File: src/rtl/core_timer_pkg.sv
`default_nettype none
package core_timer_pkg;
    // ======================================================================
    // register map
    localparam logic [12:0] STATUS_CONTROL_ADDR = 13'h0008;
    localparam logic [12:0] COUNT_VALUE_ADDR    = 13'h0009;
    localparam logic [12:0] MISC_CONTROL_ADDR   = 13'h000b;
    localparam logic [12:0] WATCHDOG_CLEAR_ADDR = 13'h1ff0;
    // ======================================================================
    // status/control fields
    localparam int OVF_FLAG_BIT   = 7;
    localparam int TICK_FLAG_BIT  = 6;
    localparam int OVF_IE_BIT     = 5;
    localparam int TICK_IE_BIT    = 4;
    localparam int OVF_RST_BIT    = 3;
    localparam int TICK_RST_BIT   = 2;
    localparam int RATE_HI_BIT    = 1;
    localparam int RATE_LO_BIT    = 0;
    localparam int WD_ENABLE_BIT  = 0;
    localparam int WD_RESTART_BIT = 0;
    localparam logic [1:0] RATE_RESET = 2'h3;
    // ======================================================================
    // counter chain geometry
    localparam int PRESCALE_BITS  = 2;
    localparam int CHAIN_BITS     = 15;
    localparam int VIEW_BITS      = 8;
    localparam int TICK_BASE_EXP  = 14;
    localparam int WD_BITS        = 4;
    localparam int TICK_SRC_BASE  = TICK_BASE_EXP - 1;
    localparam int WD_PULSE_CYC   = 4;
    localparam int STARTUP_CYC    = 4064;
    localparam int POR_SHORT_CYC  = 16;
    // ======================================================================
    typedef struct packed {
        logic [12:0] addr;
        logic [7:0]  wdata;
        logic        wr;
        logic        rd;
    } bus_req_s;
    typedef enum logic [1:0] {
        ST_RUN    = 2'h0,
        ST_STOP   = 2'h1,
        ST_SETTLE = 2'h2
    } mode_e;
endpackage : core_timer_pkg
`default_nettype wire

File: src/rtl/core_timer_rti_watchdog.sv
`default_nettype none
module core_timer_rti_watchdog (
    input  wire logic                   mclk_i,
    input  wire logic                   sys_rst_i,
    input  wire logic                   por_i,
    input  wire logic                   por_short_i,
    input  wire logic [12:0]            addr_i,
    input  wire logic [7:0]             wdata_i,
    input  wire logic                   wr_i,
    input  wire logic                   rd_i,
    output logic      [7:0]             rdata_o,
    input  wire logic                   hv_detect_i,
    input  wire logic                   wait_mode_i,
    input  wire logic                   stop_req_i,
    input  wire logic                   stop_exit_i,
    output logic                        irq_o,
    output logic                        wake_o,
    output logic                        reset_pin_low_o,
    output logic                        reset_pin_oe_o,
    output logic                        por_busy_o
);
    // ======================================================================
    // input synchronisers for pin level signals
    logic [1:0] hv_sync_r;
    logic [1:0] exit_sync_r;
    logic       hv_det;
    logic       stop_exit;
    always_ff @(posedge mclk_i) begin
        hv_sync_r <= {hv_sync_r[0], hv_detect_i};
    end

    always_ff @(posedge mclk_i) begin
        exit_sync_r <= {exit_sync_r[0], stop_exit_i};
    end
    assign hv_det    = hv_sync_r[1];
    assign stop_exit = exit_sync_r[1];

    // ======================================================================
    // bus request carrier
    core_timer_pkg::bus_req_s req;
    assign req = '{addr: addr_i, wdata: wdata_i, wr: wr_i, rd: rd_i};

    // ======================================================================
    // register decode
    wire sc_sel  = (req.addr == core_timer_pkg::STATUS_CONTROL_ADDR);
    wire cnt_sel = (req.addr == core_timer_pkg::COUNT_VALUE_ADDR);
    wire mc_sel  = (req.addr == core_timer_pkg::MISC_CONTROL_ADDR);
    wire wdc_sel = (req.addr == core_timer_pkg::WATCHDOG_CLEAR_ADDR);

    wire sc_wr  = req.wr && sc_sel;
    wire mc_wr  = req.wr && mc_sel;
    wire wdc_wr = req.wr && wdc_sel;

    // ======================================================================
    // mode control: run, stop, settle
    core_timer_pkg::mode_e mode_r;
    core_timer_pkg::mode_e mode_nxt;
    logic [11:0] settle_r;
    logic [11:0] settle_nxt;
    logic        por_done_r;
    logic        por_clear;

    localparam logic [11:0] SETTLE_LAST = 12'(core_timer_pkg::STARTUP_CYC - 1);
    localparam logic [11:0] SHORT_LAST  = 12'(core_timer_pkg::POR_SHORT_CYC - 1);
    wire [11:0] settle_end = (por_short_i && !por_done_r) ? SHORT_LAST : SETTLE_LAST;
    wire        settle_hit = (settle_r == settle_end);

    always_comb begin
        mode_nxt   = mode_r;
        settle_nxt = 12'h000;
        case (mode_r)
            core_timer_pkg::ST_RUN: begin
                if (stop_req_i) begin
                    mode_nxt = core_timer_pkg::ST_STOP;
                end
            end
            core_timer_pkg::ST_STOP: begin
                if (stop_exit || sys_rst_i) begin
                    mode_nxt = core_timer_pkg::ST_SETTLE;
                end
            end
            core_timer_pkg::ST_SETTLE: begin
                settle_nxt = settle_r + 12'h001;
                if (settle_hit) begin
                    mode_nxt   = core_timer_pkg::ST_RUN;
                    settle_nxt = 12'h000;
                end
            end
            default: begin
                mode_nxt = core_timer_pkg::ST_RUN;
            end
        endcase
    end

    // ======================================================================
    // power on and stop settle timer
    // power on delay
    always_ff @(posedge mclk_i) begin
        if (por_i) begin
            mode_r     <= core_timer_pkg::ST_SETTLE;
            settle_r   <= 12'h000;
            por_done_r <= 1'b0;
        end else begin
            mode_r   <= mode_nxt;
            settle_r <= settle_nxt;
            if (mode_r == core_timer_pkg::ST_SETTLE && settle_hit) begin
                por_done_r <= 1'b1;
            end
        end
    end

    // ======================================================================
    // counter chain: prescaler plus fifteen stages
    localparam int TOTAL = core_timer_pkg::PRESCALE_BITS + core_timer_pkg::CHAIN_BITS;
    logic [TOTAL-1:0] chain_r;
    wire settle_done = (mode_r == core_timer_pkg::ST_SETTLE) && settle_hit;
    wire chain_clr   = (mode_r == core_timer_pkg::ST_STOP) || settle_done;
    assign por_clear = por_i;
    wire stop_settle = (mode_r == core_timer_pkg::ST_SETTLE) && por_done_r;
    wire chain_run   = (mode_r != core_timer_pkg::ST_STOP) && !stop_settle;
    wire [TOTAL-1:0] chain_inc = chain_r + {{(TOTAL-1){1'b0}}, 1'b1};
    logic [TOTAL-1:0] chain_nxt;
    assign chain_nxt = (por_clear || chain_clr) ? '0 :
                       chain_run                ? chain_inc :
                       chain_r;

    always_ff @(posedge mclk_i) begin
        chain_r <= chain_nxt;
    end

    // ======================================================================
    // overflow detect and count view
    wire [7:0] view = chain_r[core_timer_pkg::PRESCALE_BITS +: core_timer_pkg::VIEW_BITS];
    localparam logic [TOTAL-1:0] OVF_MASK = {{(TOTAL - 10){1'b0}}, 10'h3ff};
    wire ovf_evt = chain_run && ((chain_r & OVF_MASK) == OVF_MASK);

    // ======================================================================
    // tick divider taps, one per rate code
    logic [3:0] tap_evt;
    logic [1:0] rate_r;
    genvar gi;
    generate
        for (gi = 0; gi < 4; gi++) begin : g_tap
            localparam int N = core_timer_pkg::TICK_BASE_EXP + gi;
            localparam logic [N-1:0] FULL = '1;
            if (N <= TOTAL) begin : g_in
                assign tap_evt[gi] = chain_run && (chain_r[N-1:0] == FULL);
            end else begin : g_ext
                assign tap_evt[gi] = 1'b0;
            end
        end
    endgenerate

    // ======================================================================
    // tick select
    // selected tap drives watchdog
    wire tick_evt = tap_evt[rate_r];

    // ======================================================================
    // status/control register
    logic       ovf_flag_r;
    logic       ovf_flag_nxt;
    logic       tick_flag_r;
    logic       tick_flag_nxt;
    logic       ovf_ie_r;
    logic       ovf_ie_nxt;
    logic       tick_ie_r;
    logic       tick_ie_nxt;
    logic [1:0] rate_nxt;
    wire        rst_any  = sys_rst_i || por_i;
    wire        ovf_clr  = sc_wr && req.wdata[core_timer_pkg::OVF_RST_BIT];
    wire        tick_clr = sc_wr && req.wdata[core_timer_pkg::TICK_RST_BIT];

    // ======================================================================
    // flag next values
    // set beats clear
    assign ovf_flag_nxt  = ovf_evt ? 1'b1 : (ovf_clr ? 1'b0 : ovf_flag_r);
    assign tick_flag_nxt = tick_evt ? 1'b1 : (tick_clr ? 1'b0 : tick_flag_r);
    assign ovf_ie_nxt    = sc_wr ? req.wdata[core_timer_pkg::OVF_IE_BIT] : ovf_ie_r;
    assign tick_ie_nxt   = sc_wr ? req.wdata[core_timer_pkg::TICK_IE_BIT] : tick_ie_r;
    assign rate_nxt      = sc_wr ? {req.wdata[core_timer_pkg::RATE_HI_BIT],
                                    req.wdata[core_timer_pkg::RATE_LO_BIT]} : rate_r;

    // ======================================================================
    // flag and enable flops
    always_ff @(posedge mclk_i) begin
        if (rst_any) begin
            ovf_flag_r  <= 1'b0;
            tick_flag_r <= 1'b0;
        end else begin
            ovf_flag_r  <= ovf_flag_nxt;
            tick_flag_r <= tick_flag_nxt;
        end
    end

    always_ff @(posedge mclk_i) begin
        if (rst_any) begin
            ovf_ie_r  <= 1'b0;
            tick_ie_r <= 1'b0;
            rate_r    <= core_timer_pkg::RATE_RESET;
        end else begin
            ovf_ie_r  <= ovf_ie_nxt;
            tick_ie_r <= tick_ie_nxt;
            rate_r    <= rate_nxt;
        end
    end

    // ======================================================================
    // watchdog
    logic                               wd_en_r;
    logic                               wd_en_nxt;
    logic                               wd_once_r;
    logic                               wd_once_nxt;
    logic [core_timer_pkg::WD_BITS-1:0] wd_cnt_r;
    logic [core_timer_pkg::WD_BITS-1:0] wd_cnt_nxt;
    logic [2:0]                         pulse_r;
    logic [2:0]                         pulse_nxt;
    wire wd_active  = wd_en_r && !hv_det;
    wire wd_restart = wdc_wr && !req.wdata[core_timer_pkg::WD_RESTART_BIT];
    wire wd_cnt_max = (wd_cnt_r == '1);
    wire wd_expire  = wd_active && tick_evt && wd_cnt_max;
    wire wd_lock    = mc_wr && !wd_once_r;

    // ======================================================================
    // watchdog enable, write once
    // single write
    assign wd_once_nxt = wd_lock ? 1'b1 : wd_once_r;
    assign wd_en_nxt   = wd_lock ? req.wdata[core_timer_pkg::WD_ENABLE_BIT] : wd_en_r;

    always_ff @(posedge mclk_i) begin
        if (rst_any) begin
            wd_en_r   <= 1'b0;
            wd_once_r <= 1'b0;
        end else begin
            wd_en_r   <= wd_en_nxt;
            wd_once_r <= wd_once_nxt;
        end
    end

    // ======================================================================
    // watchdog stages
    // tick clocks watchdog
    assign wd_cnt_nxt = (wd_restart || !wd_active) ? '0 :
                        tick_evt                   ? wd_cnt_r + 4'h1 :
                        wd_cnt_r;
    always_ff @(posedge mclk_i) begin
        if (rst_any) begin
            wd_cnt_r <= '0;
        end else begin
            wd_cnt_r <= wd_cnt_nxt;
        end
    end

    // ======================================================================
    // reset pulse stretcher
    // pulse four cycles
    localparam logic [2:0] PULSE_LEN = 3'(core_timer_pkg::WD_PULSE_CYC);
    assign pulse_nxt = wd_expire         ? PULSE_LEN :
                       (pulse_r != 3'h0) ? pulse_r - 3'h1 :
                       pulse_r;
    always_ff @(posedge mclk_i) begin
        if (por_i) begin
            pulse_r <= 3'h0;
        end else begin
            pulse_r <= pulse_nxt;
        end
    end

    // ======================================================================
    // read data select
    // reset bits read zero
    wire [7:0] sc_view = {ovf_flag_r, tick_flag_r, ovf_ie_r, tick_ie_r, 2'b00, rate_r};
    wire [7:0] mc_view = {7'h00, wd_en_r};
    wire [7:0] rd_mux =
        sc_sel  ? sc_view :
        cnt_sel ? view :
        mc_sel  ? mc_view :
        8'h00;
    wire [7:0] rdata_nxt = req.rd ? rd_mux : 8'h00;

    // ======================================================================
    // interrupt and wake requests
    // overflow request
    wire ovf_req  = ovf_flag_r && ovf_ie_r;
    wire tick_req = tick_flag_r && tick_ie_r;
    wire irq_nxt  = ovf_req || tick_req;
    wire wake_nxt = wait_mode_i && irq_nxt;

    // ======================================================================
    // reset pin drive
    // pin pulldown
    wire pin_oe_nxt = wd_expire || (pulse_r > 3'h1);
    wire busy_nxt   = !por_done_r;

    // ======================================================================
    // registered outputs
    always_ff @(posedge mclk_i) begin
        if (rst_any) begin
            rdata_o <= 8'h00;
        end else begin
            rdata_o <= rdata_nxt;
        end
    end

    always_ff @(posedge mclk_i) begin
        if (rst_any) begin
            irq_o  <= 1'b0;
            wake_o <= 1'b0;
        end else begin
            irq_o  <= irq_nxt;
            wake_o <= wake_nxt;
        end
    end

    always_ff @(posedge mclk_i) begin
        if (por_i) begin
            reset_pin_low_o <= 1'b0;
            reset_pin_oe_o  <= 1'b0;
            por_busy_o      <= 1'b1;
        end else begin
            reset_pin_low_o <= 1'b0;
            reset_pin_oe_o  <= pin_oe_nxt;
            por_busy_o      <= busy_nxt;
        end
    end
endmodule : core_timer_rti_watchdog
`default_nettype wire

File: config.mk
export PLATFORM = sky130hd
export DESIGN_NAME = core_timer_rti_watchdog
export DESIGN_NICKNAME = d
export VERILOG_FILES = /design/src/rtl/core_timer_pkg.sv /design/src/rtl/core_timer_rti_watchdog.sv
export SDC_FILE = /design/constraint.sdc
export NUM_CORES = 1
export LEC_CHECK = 0
export BUFFER_PORTS_ARGS = -buffer_cell sky130_fd_sc_hd__buf_4
export CAP_MARGIN = 20
export CORE_MARGIN = 1
export CORE_UTILIZATION = 30
export CTS_CLUSTER_SIZE = 25
export DETAILED_ROUTE_END_ITERATION = 12
export GPL_TIMING_DRIVEN = 0
export HOLD_SLACK_MARGIN = 0.02
export PLACE_DENSITY = 0.53
export SKIP_LAST_GASP = 1
export SLEW_MARGIN = 20
export SYNTH_ARGS = -nofsm -noshare
export SYNTH_HDL_FRONTEND = slang
export SYNTH_SLANG_ARGS = --single-unit
File: constraint.sdc
create_clock -name mclk_i -period 1.8 [get_ports mclk_i]
set_input_delay 0.09 -clock mclk_i [delete_from_list [all_inputs] [get_ports mclk_i]]
set_output_delay 0.09 -clock mclk_i [all_outputs]
set_load 0.01 [all_outputs]
# [Yosys cells after proc, flatten, opt, wreduce, memory -nomap -nowiden]
# Cells that the tools add are included.
[op_classes] n_bitwise=2 mux=16 n_addsub=4 reduce_logical=46 magnitude_cmp=2 n_eq_ne=17
[op_table] operator="$eq 13x4->1 const B" n=3
[op_table] operator="$logic_and 1x1->1" n=22
[op_table] operator="$add 17x1->17 const B" n=1
[op_table] operator="$eq 17x17->1 const B" n=1
[op_table] operator="$eq 16x16->1 const B" n=1
[op_table] operator="$mux 8" n=2
[op_table] operator="$eq 15x15->1 const B" n=1
[op_table] operator="$eq 14x14->1 const B" n=1
[op_table] operator="$eq 13x13->1 const B" n=1
[op_table] operator="$add 12x1->12 const B" n=1
[op_table] operator="$eq 12x12->1" n=1
[op_table] operator="$mux 12" n=1
[op_table] operator="$eq 10x10->1 const B" n=1
[op_table] operator="$logic_or 1x1->1" n=7
[op_table] operator="$logic_not 1->1" n=6
[op_table] operator="$mux 1" n=6
[op_table] operator="$mux 2" n=3
[op_table] operator="$mux 3" n=2
[op_table] operator="$ne 2x2->1 const B" n=3
[op_table] operator="$pmux 2 s3" n=1
[op_table] operator="$reduce_bool 2->1" n=3
[op_table] operator="$reduce_or 2->1" n=3
[op_table] operator="$reduce_or 3->1" n=2
[op_table] operator="$add 4x1->4 const B" n=1
[op_table] operator="12 further kinds" n=13
[word_totals] input_bits=31 word_cells=109 register_bits=63 output_inout_bits=13

# [Depth between registers and ports, before layout]
# Gate-level depths: netlist of run 1.
[depth] depth_word=10 mapped_depth=9

# [Worst setup path after synthesis of run 1]
# No wires, ideal clock.
[synth_path] path_kind="register -> register" from="reg chain_r[3]" to="reg wd_cnt_r[3] (netlist name)" setup_time_ns=0.070 path_stages_with_launch=9 arrival_ns=1.860 slack_ns=-0.130 path_buffers=0 cell_sequence="dfxtp_1 > nand4_4 > nor4_4 > ha_1 > nand2_1 > nand2_1 > a21oi_2 > or4_1 > a21boi_1"
[synth_between] elab_chain_len=4 elab_cells_between_ends=10
[synth_rtl] element="from (decl)" line="core_timer_rti_watchdog.sv:115" source="logic [TOTAL-1:0] chain_r;"
[synth_rtl] element="from (signal assigned)" line="core_timer_rti_watchdog.sv:128" source="chain_r <= chain_nxt;"
[synth_rtl] element="$eq 17x17->1, or another cell as far along" line="core_timer_rti_watchdog.sv:147" source="assign tap_evt[gi] = chain_run && (chain_r[N-1:0] == FULL);"
[synth_rtl] element="$logic_and 1x1->1" line="core_timer_rti_watchdog.sv:147"
[synth_rtl] element="$bmux 1 s2 *" line="core_timer_rti_watchdog.sv:157" source="wire tick_evt = tap_evt[rate_r];"
[synth_rtl] element="$mux 1 (implied by the code) *" line="core_timer_rti_watchdog.sv:157"
[synth_rtl] element="to (signal assigned)" line="core_timer_rti_watchdog.sv:250" source="wd_cnt_r <= wd_cnt_nxt;"
[synth_rtl] element="to (decl)" line="core_timer_rti_watchdog.sv:214" source="logic [core_timer_pkg::WD_BITS-1:0] wd_cnt_r;"
# Every way passes the cells marked *; elsewhere a longest branch is shown, timed or not. The select of a mux whose other input is x is not followed.
# A chain may end at the register's enable or synchronous reset.

# [Final worst setup path of run 1]
[layout_path] from="reg chain_r[3]" to="reg wd_cnt_r[2] (netlist name)"
# Same word-level chain as after synthesis.

==> results of run 1 <==
path summary, 6_finish.rpt:
check,startpoint,endpoint,slack (ns)
hold reg to reg,hv_sync_r[0],hv_sync_r[1],0.34
setup reg to reg,chain_r[3],wd_cnt_r[2],-0.22
hold / removal,sys_rst_i,rate_r[1],0.04
setup / recovery,chain_r[3],wd_cnt_r[2],-0.22
registers in the layout, indices dropped and copies added, names as in the netlist, 2 cells and up:
name	count
rate_r	2
wd_cnt_r	4
pulse_r	3
chain_r	17
exit_sync_r	2
mode_r	2
rdata_o	8
settle_r	12
hv_sync_r	2
cell families after synthesis:
group           share of synthesized area, %
compound gates                          6.29
buf+inv                                 2.49
other cells                            0.136
flops                                   45.6
xor+xnor                                8.24
simple gates                            29.0
fa+ha+maj                               3.17
mux                                     5.07
timing repair:
| action | CTS | global route |
|---|---|---|
| pin swaps | 6 | 7 |
| hold endpoints to repair | 9 | 0 |
| gates resized for setup | 6 | 15 |
| hold buffers | 8 | 0 |
| buffers inserted | 9 | 3 |
| setup endpoints to repair | 26 | 20 |
tightest hold or removal path, delay by kind of cell:
| kind | cells | cell delay, ns |
|---|---|---|
| buffers and inverters | 1 | 0.10 |
| and+or+nand+nor | 2 | 0.16 |
area by class of cell:
| class | instances | area (um^2) | area share, % |
|---|---|---|---|
| multi-input combinational | 221 | 1510 | 40.8 |
| clock buffer | 11 | 151 | 4.09 |
| clock inverter | 5 | 80.1 | 2.17 |
| sequential | 63 | 1280 | 34.5 |
| inverter | 11 | 41.3 | 1.12 |
| timing repair buffer | 60 | 474 | 12.8 |
| buffer | 6 | 30.0 | 0.812 |
| tap | 108 | 135 | 3.65 |
layout by cell type, fill, tap and decap left out, types with 2 or more instances in the layout:
cell type,n
inv_1,11
nor2_1,50
and3_1,11
and4_1,3
nand4_1,8
clkbuf_1,4
nand3_1,12
o211ai_1,2
a21oi_1,6
nor2b_1,5
a21oi_2,2
xor2_1,11
bufinv_16,2
clkbuf_8,11
dfxtp_1,50
o21ai_1,3
nor3_1,11
clkinvlp_4,2
nand2_2,2
xnor2_1,15
or3_1,2
dfxtp_2,13
and2_1,2
mux2i_1,14
dlygate4sd3_1,8
nand4b_1,2
ha_1,5
buf_4,53
nand2b_1,3
o21ai_0,2
nor4_1,3
nand2_1,15
o31ai_1,3
routing by layer:
metal	up-vias	share of wire [%]	GRT usage, %
li1	1194	-	-
met3	10	5.5	3.94
met1	1029	48	16.7
met5	-	0	0
met4	0	1.7	6.53
met2	48	45	20.3
power by group:
group          leakage [uW]  internal [uW]  switching (uW)  total [uW]
clock network      0.000112            852             547        1400
registers          0.000517           1450            34.9        1480
logic              0.000909            184             172         356
through the flow:
| stage | hold slack [ns] | instances | power (uW) | worst slack (ns) | util, % |
|---|---|---|---|---|---|
| floorplan | 0.118 | 301 | 1720 | -0.0515 | - |
| global placement | 0.195 | 449 | 1830 | -0.399 | 36.7 |
| detailed placement | 0.196 | 449 | 1840 | -0.412 | 36.7 |
| CTS | 0.0267 | 482 | 3290 | -0.175 | 41.3 |
| global route | 0.0488 | 485 | 3410 | -0.310 | 42.0 |
| finish | 0.0378 | 485 | 3240 | -0.217 | 42.0 |
==> metrics, run 1 <==
status=finished with violations; failing checks=DRC, setup timing; Placer Congestion=0.789; routed wire length=~6 mm; FF-to-FF path depth=10; Clock Skews=between 0.005 and 0.006 ns; most frequent cells after synthesis=63 x dfxtp_1, 50 x nor2_1, 17 x nand2_1, 15 x xnor2_1, 14 x mux2i_1; Worst path top cell family by delay=simple AND/OR/NAND/NOR gates; vias in the first global route=2,149; Netlist Area Pre-Place=approximately 0.0028 mm^2; Antenna Nets Post-Route=0; Leakage=approximately 0.0015 uW; synth warn=0; Die H=a little under 100 um; ANT cells=0; area grow syn2layout=33.8%; Max Transition Viols Final=0; clk buf depth=2; WP data required=2.02 ns; mean post-synth cell area=slightly above 9 um^2; worst setup path category=register to register; vias per inst=4.70; core area=0.00881 mm^2; count leader, synth=dfxtp_1; Synth area leaders=dfxtp_1 46%, nor2_1 6.8%, mux2i_1 5.1%; layout cells sized above 1=between 20% and 30%; Tot GR Track Use=between 10% and 20%; post-synth top area cell=dfxtp_1; FP Rows=34; die width=98.0 um; Peak VDD IR=between 0.4 and 0.5 mV; Worst-Margin Slew=between 0.5 and 0.6 ns; 1st-pass router iterations=10; Slew HR=64.1%; CP endpoint kind=register; CTS Sinks=between 60 and 70; setup tns final=-1.00 ns; Worst path slowest cell=dfxtp_2; via count=between 2,000 and 2,500; worst setup margin=-0.217 ns; initial antenna violation count=0; share of the synthesized area in the top cell type=a little under half; CP Depth=10; Synth Instances=~300; HPWL after DPL=between 4 and 5 mm; CP dominant cell by count=nand2_2; Starting Density=31.4%; Final Hold Viols=0; WL/cell=between 10 and 15 um; PwrDens=~900 mW/mm^2; crit path DAT=roughly 2.2 ns; Ports=44; fmax=about 500 MHz; EDFF count, synth=0; DRC=8; largest net degree at the start of global routing=12; first-pass GRT wire length=9.94 mm; fin crit period=around 2.0 ns; RSZ-0062 raised after global routing=true; GRT overflow=0; startpoint types=register; Fill cells=a little under 900; clock-pin slew on the worst setup and hold paths=around 0.070 ns; Max Cap Viol=0; post-synthesis register bit count=63; placed cell areas=about 0.0032 mm^2; top_reg_cell synth=dfxtp_1; hold path cells=3; CTS H-tree lvls=3; post-synth cell types=50; Num CTS Buffers=9; Seq/Total Area, Yosys=45.6%; Finished Cell Area=~0.0037 mm^2; Tcrit/Tclk final=112%; syn nets=roughly 340; CTS tree=yes; crit-path max cell delay=0.42 ns; Max Fanout on Critical Path=8; class of the worst hold path=primary input to register; full die area=between 0.009 and 0.01 mm^2; Root Driver=clkbuf_8; Final Setup Violations=9; 1st-iter DRT viols=76; WP buf/inv=2; worst-skew pair later-pin latency=approximately 0.34 ns; ys async rst share=0%; final net count=a little over 400; I/O Buffers=40; critical path, cell by cell=nand4_4 -> nor4_4 -> ha_2 -> nand2_2 -> nand2_2 -> a21oi_4 -> buf_4 -> buf_6 -> o311ai_2 -> o31ai_1
(Power assumes the default switching activity.)
==> run 2: changes to the inputs <==
--- a/config.mk
+++ b/config.mk
@@ -8,12 +8,12 @@
 export BUFFER_PORTS_ARGS = -buffer_cell sky130_fd_sc_hd__buf_4
 export CAP_MARGIN = 20
 export CORE_MARGIN = 1
-export CORE_UTILIZATION = 30
+export CORE_UTILIZATION = 35
 export CTS_CLUSTER_SIZE = 25
 export DETAILED_ROUTE_END_ITERATION = 12
 export GPL_TIMING_DRIVEN = 0
 export HOLD_SLACK_MARGIN = 0.02
-export PLACE_DENSITY = 0.53
+export PLACE_DENSITY = 0.58
 export SKIP_LAST_GASP = 1
 export SLEW_MARGIN = 20
 export SYNTH_ARGS = -nofsm -noshare
==> constraint.sdc (replaced) <==
create_clock -name mclk_i -period 2 [get_ports mclk_i]
set_input_delay 0.1 -clock mclk_i [delete_from_list [all_inputs] [get_ports mclk_i]]
set_output_delay 0.1 -clock mclk_i [all_outputs]
set_load 0.01 [all_outputs]
==> run 2 against run 1 <==
Against the previous run:
- clock skew up 0.0020 ns
- sequential power decreased by 10%
- worst setup slack improved by 0.29 ns
- the flow now finishes without violations
==> metrics, run 2 (same netlist as run 1, synthesis figures left out) <==
clock-pin slew on the worst setup and hold paths=0.07 ns (about the same); area grow syn2layout=33.5%; Clock Skews=0.00779 ns (+0.00203 ns); full die area=0.00826 mm^2 (-14%); vias in the first global route=2,041 (-5.0%); Tot GR Track Use=14.2% (+1.1 points); clk buf depth=2 (unchanged); class of the worst hold path=primary input to register; fin util=48.0% (+6.0 points); WP data required=2.27 ns (+0.25 ns); NetSw=652 uW (-13%); worst setup path category=register to register; DRC=0 (-8); R2R setup slack=0.08 ns (+0.29 ns); CTS tree=yes; Die H=90.9 um (-7.3%); hold slack final=0.0342 ns (-0.00354 ns); Worst-Margin Slew=0.586 ns (+0.0482 ns); Reg power frac=41.3% (-4.5 points); worst setup margin=0.0777 ns (+0.294 ns); pre-CTS WS=-0.173 ns (+0.239 ns); crit-path max cell delay=0.51 ns (+0.09 ns); Reg-to-Reg Start=chain_r[3]; vias per inst=4.71 (+0.17%); status=complete, no violations; 1st-pass router iterations=4 (-6); critical path, cell by cell=nand4_4 -> nor4_4 -> ha_2 -> nand2_1 -> nand2_2 -> a21oi_4 -> or4b_1 -> o21ai_1; Worst path slowest cell=or4b_1; RSZ-0062 raised after global routing=true; FP Rows=32 (-5.9%); CTS H-tree lvls=3 (unchanged); 1st-iter DRT viols=72 (-5.3%); Final Setup Violations=0 (-9); fmax=520 MHz (+4.9%); Starting Density=36.0% (+4.6 points); Max Transition Viols Final=0 (unchanged); Num CTS Buffers=9 (unchanged); FF-to-FF path depth=8 (-2); Antenna Nets Post-Route=0 (unchanged); CTS Sinks=63 (unchanged); Tcrit/Tclk final=96.1% (-16 points); crit path DAT=2.19 ns (-0.05 ns); Net Sw Frac=20.2% (-3.0 points); routed wire length=5.61 mm (-7.8%); max FFs per register=17 (unchanged); worst flop-to-flop path endpoint=wd_cnt_r[0]; top flop regs=chain_r x17, settle_r x12, rdata_o x8; Final Hold Viols=0 (unchanged); GRT overflow=0 (unchanged); largest net degree at the start of global routing=12 (unchanged); Placer Congestion=0.763 (-3.3%); hold path start=rd_i; core area=0.00769 mm^2 (-13%); layout cells sized above 1=25.3% (-2.3 points); CP endpoint kind=register; Top reg by flops=chain_r; Ports=44 (unchanged); final net count=405 (-1.2%); I/O Buffers=40 (unchanged); Comb power frac=9.4% (-1.6 points); Leakage=0.00154 uW (about the same); Peak VDD IR=0.421 mV (-1.6%); most frequent cells in the layout=50 x nor2_1, 50 x dfxtp_1, 49 x buf_4, 16 x nand2_1, 15 x xnor2_1; Root Driver=clkbuf_8; PwrDens=873 mW/mm^2 (-0.34%); die width=90.9 um (-7.3%); WL/cell=11.8 um (-5.6%); HPWL after DPL=3.99 mm (-5.3%); initial antenna violation count=0 (unchanged); worst-skew pair later-pin latency=0.33 ns (about the same); startpoint types=register; Int Power=2570 uW (+3.4%); hold path cells=2 (-1); ANT cells=0 (unchanged); Slew HR=60.7% (-3.4 points); fin crit period=1.92 ns (-0.0942 ns); Max Fanout on Critical Path=9 (+1); via count=2,233 (-2.1%); first-pass GRT wire length=9.38 mm (-5.6%); hold endpoint=rdata_o[0]; Max Cap Viol=0 (unchanged); clock share of power=49.3% (+6.1 points)
[run 2: layout make-up]
class	instances	area, um^2
fill	759	4000
multi-input combinational	221	1490
sequential	63	1290
timing repair buffer	55	430
clock inverter	6	155
clock buffer	10	138
tap	102	128
inverter	11	41.3
buffer	6	27.5
[run 2: power groups by stage]
| stage | registers, uW | clock network (uW) | logic, uW |
|---|---|---|---|
| detailed placement | 1360 | 0 | 281 |
| global route | 1340 | 1700 | 346 |
| CTS | 1340 | 1630 | 303 |
| global placement | 1360 | 0 | 279 |
| floorplan | 1360 | 0 | 184 |
| finish | 1330 | 1590 | 303 |
[run 2: worst max-delay path: cells and delay by family, from the launching register on]
kind / cells / cell delay (ns)
flops: 1 / 0.38
fa+ha+maj: 1 / 0.21
simple gates: 5 / 1.13
compound gates: 2 / 0.14
[run 2: worst max path at each step]
| stage | startpoint | end | slack (ns) | cells after the start |
|---|---|---|---|---|
| 2_1_floorplan | chain_r[3] | wd_cnt_r[3] | 0.07 | 8 |
| 3_3_place_gp | settle_r[0] | chain_r[1] | -0.12 | 6 |
| 3_5_place_dp | settle_r[0] | chain_r[0] | -0.17 | 6 |
| 4_1_cts | chain_r[3] | wd_cnt_r[3] | 0.008 | 8 |
| 5_1_grt | chain_r[3] | wd_cnt_r[0] | -0.02 | 8 |
| 6_report | chain_r[3] | wd_cnt_r[0] | 0.08 | 8 |
[run 2: per-stage QoR]
| step | total power, uW | area (um^2) | cells | setup TNS [ns] |
|---|---|---|---|---|
| detailed placement | 1640 | 3190 | 443 | -1.99 |
| floorplan | 1540 | 2770 | 301 | 0 |
| global placement | 1640 | 3190 | 443 | -1.28 |
| global route | 3380 | 3690 | 474 | -0.0347 |
| finish | 3220 | 3690 | 474 | 0 |
| CTS | 3270 | 3610 | 469 | 0 |
[run 2: layer usage]
layer  global-route usage, %  vias to the layer above  share of wire, %
met5                       0                        -                 0
met4                    5.29                        0              0.73
met3                    4.80                        4               4.8
met2                    22.0                       44                44
met1                    18.4                     1003                51
li1                        -                     1182                 -
[run 2: timing repair]
| item | in CTS | in global routing |
|---|---|---|
| resized for setup | 12 | 14 |
| endpoints found under the hold margin | 7 | 0 |
| gates cloned | 0 | 0 |
| pin swaps | 3 | 7 |
| setup buffers | 3 | 5 |
| hold buffers | 7 | 0 |
| endpoints found under the setup margin | 15 | 15 |
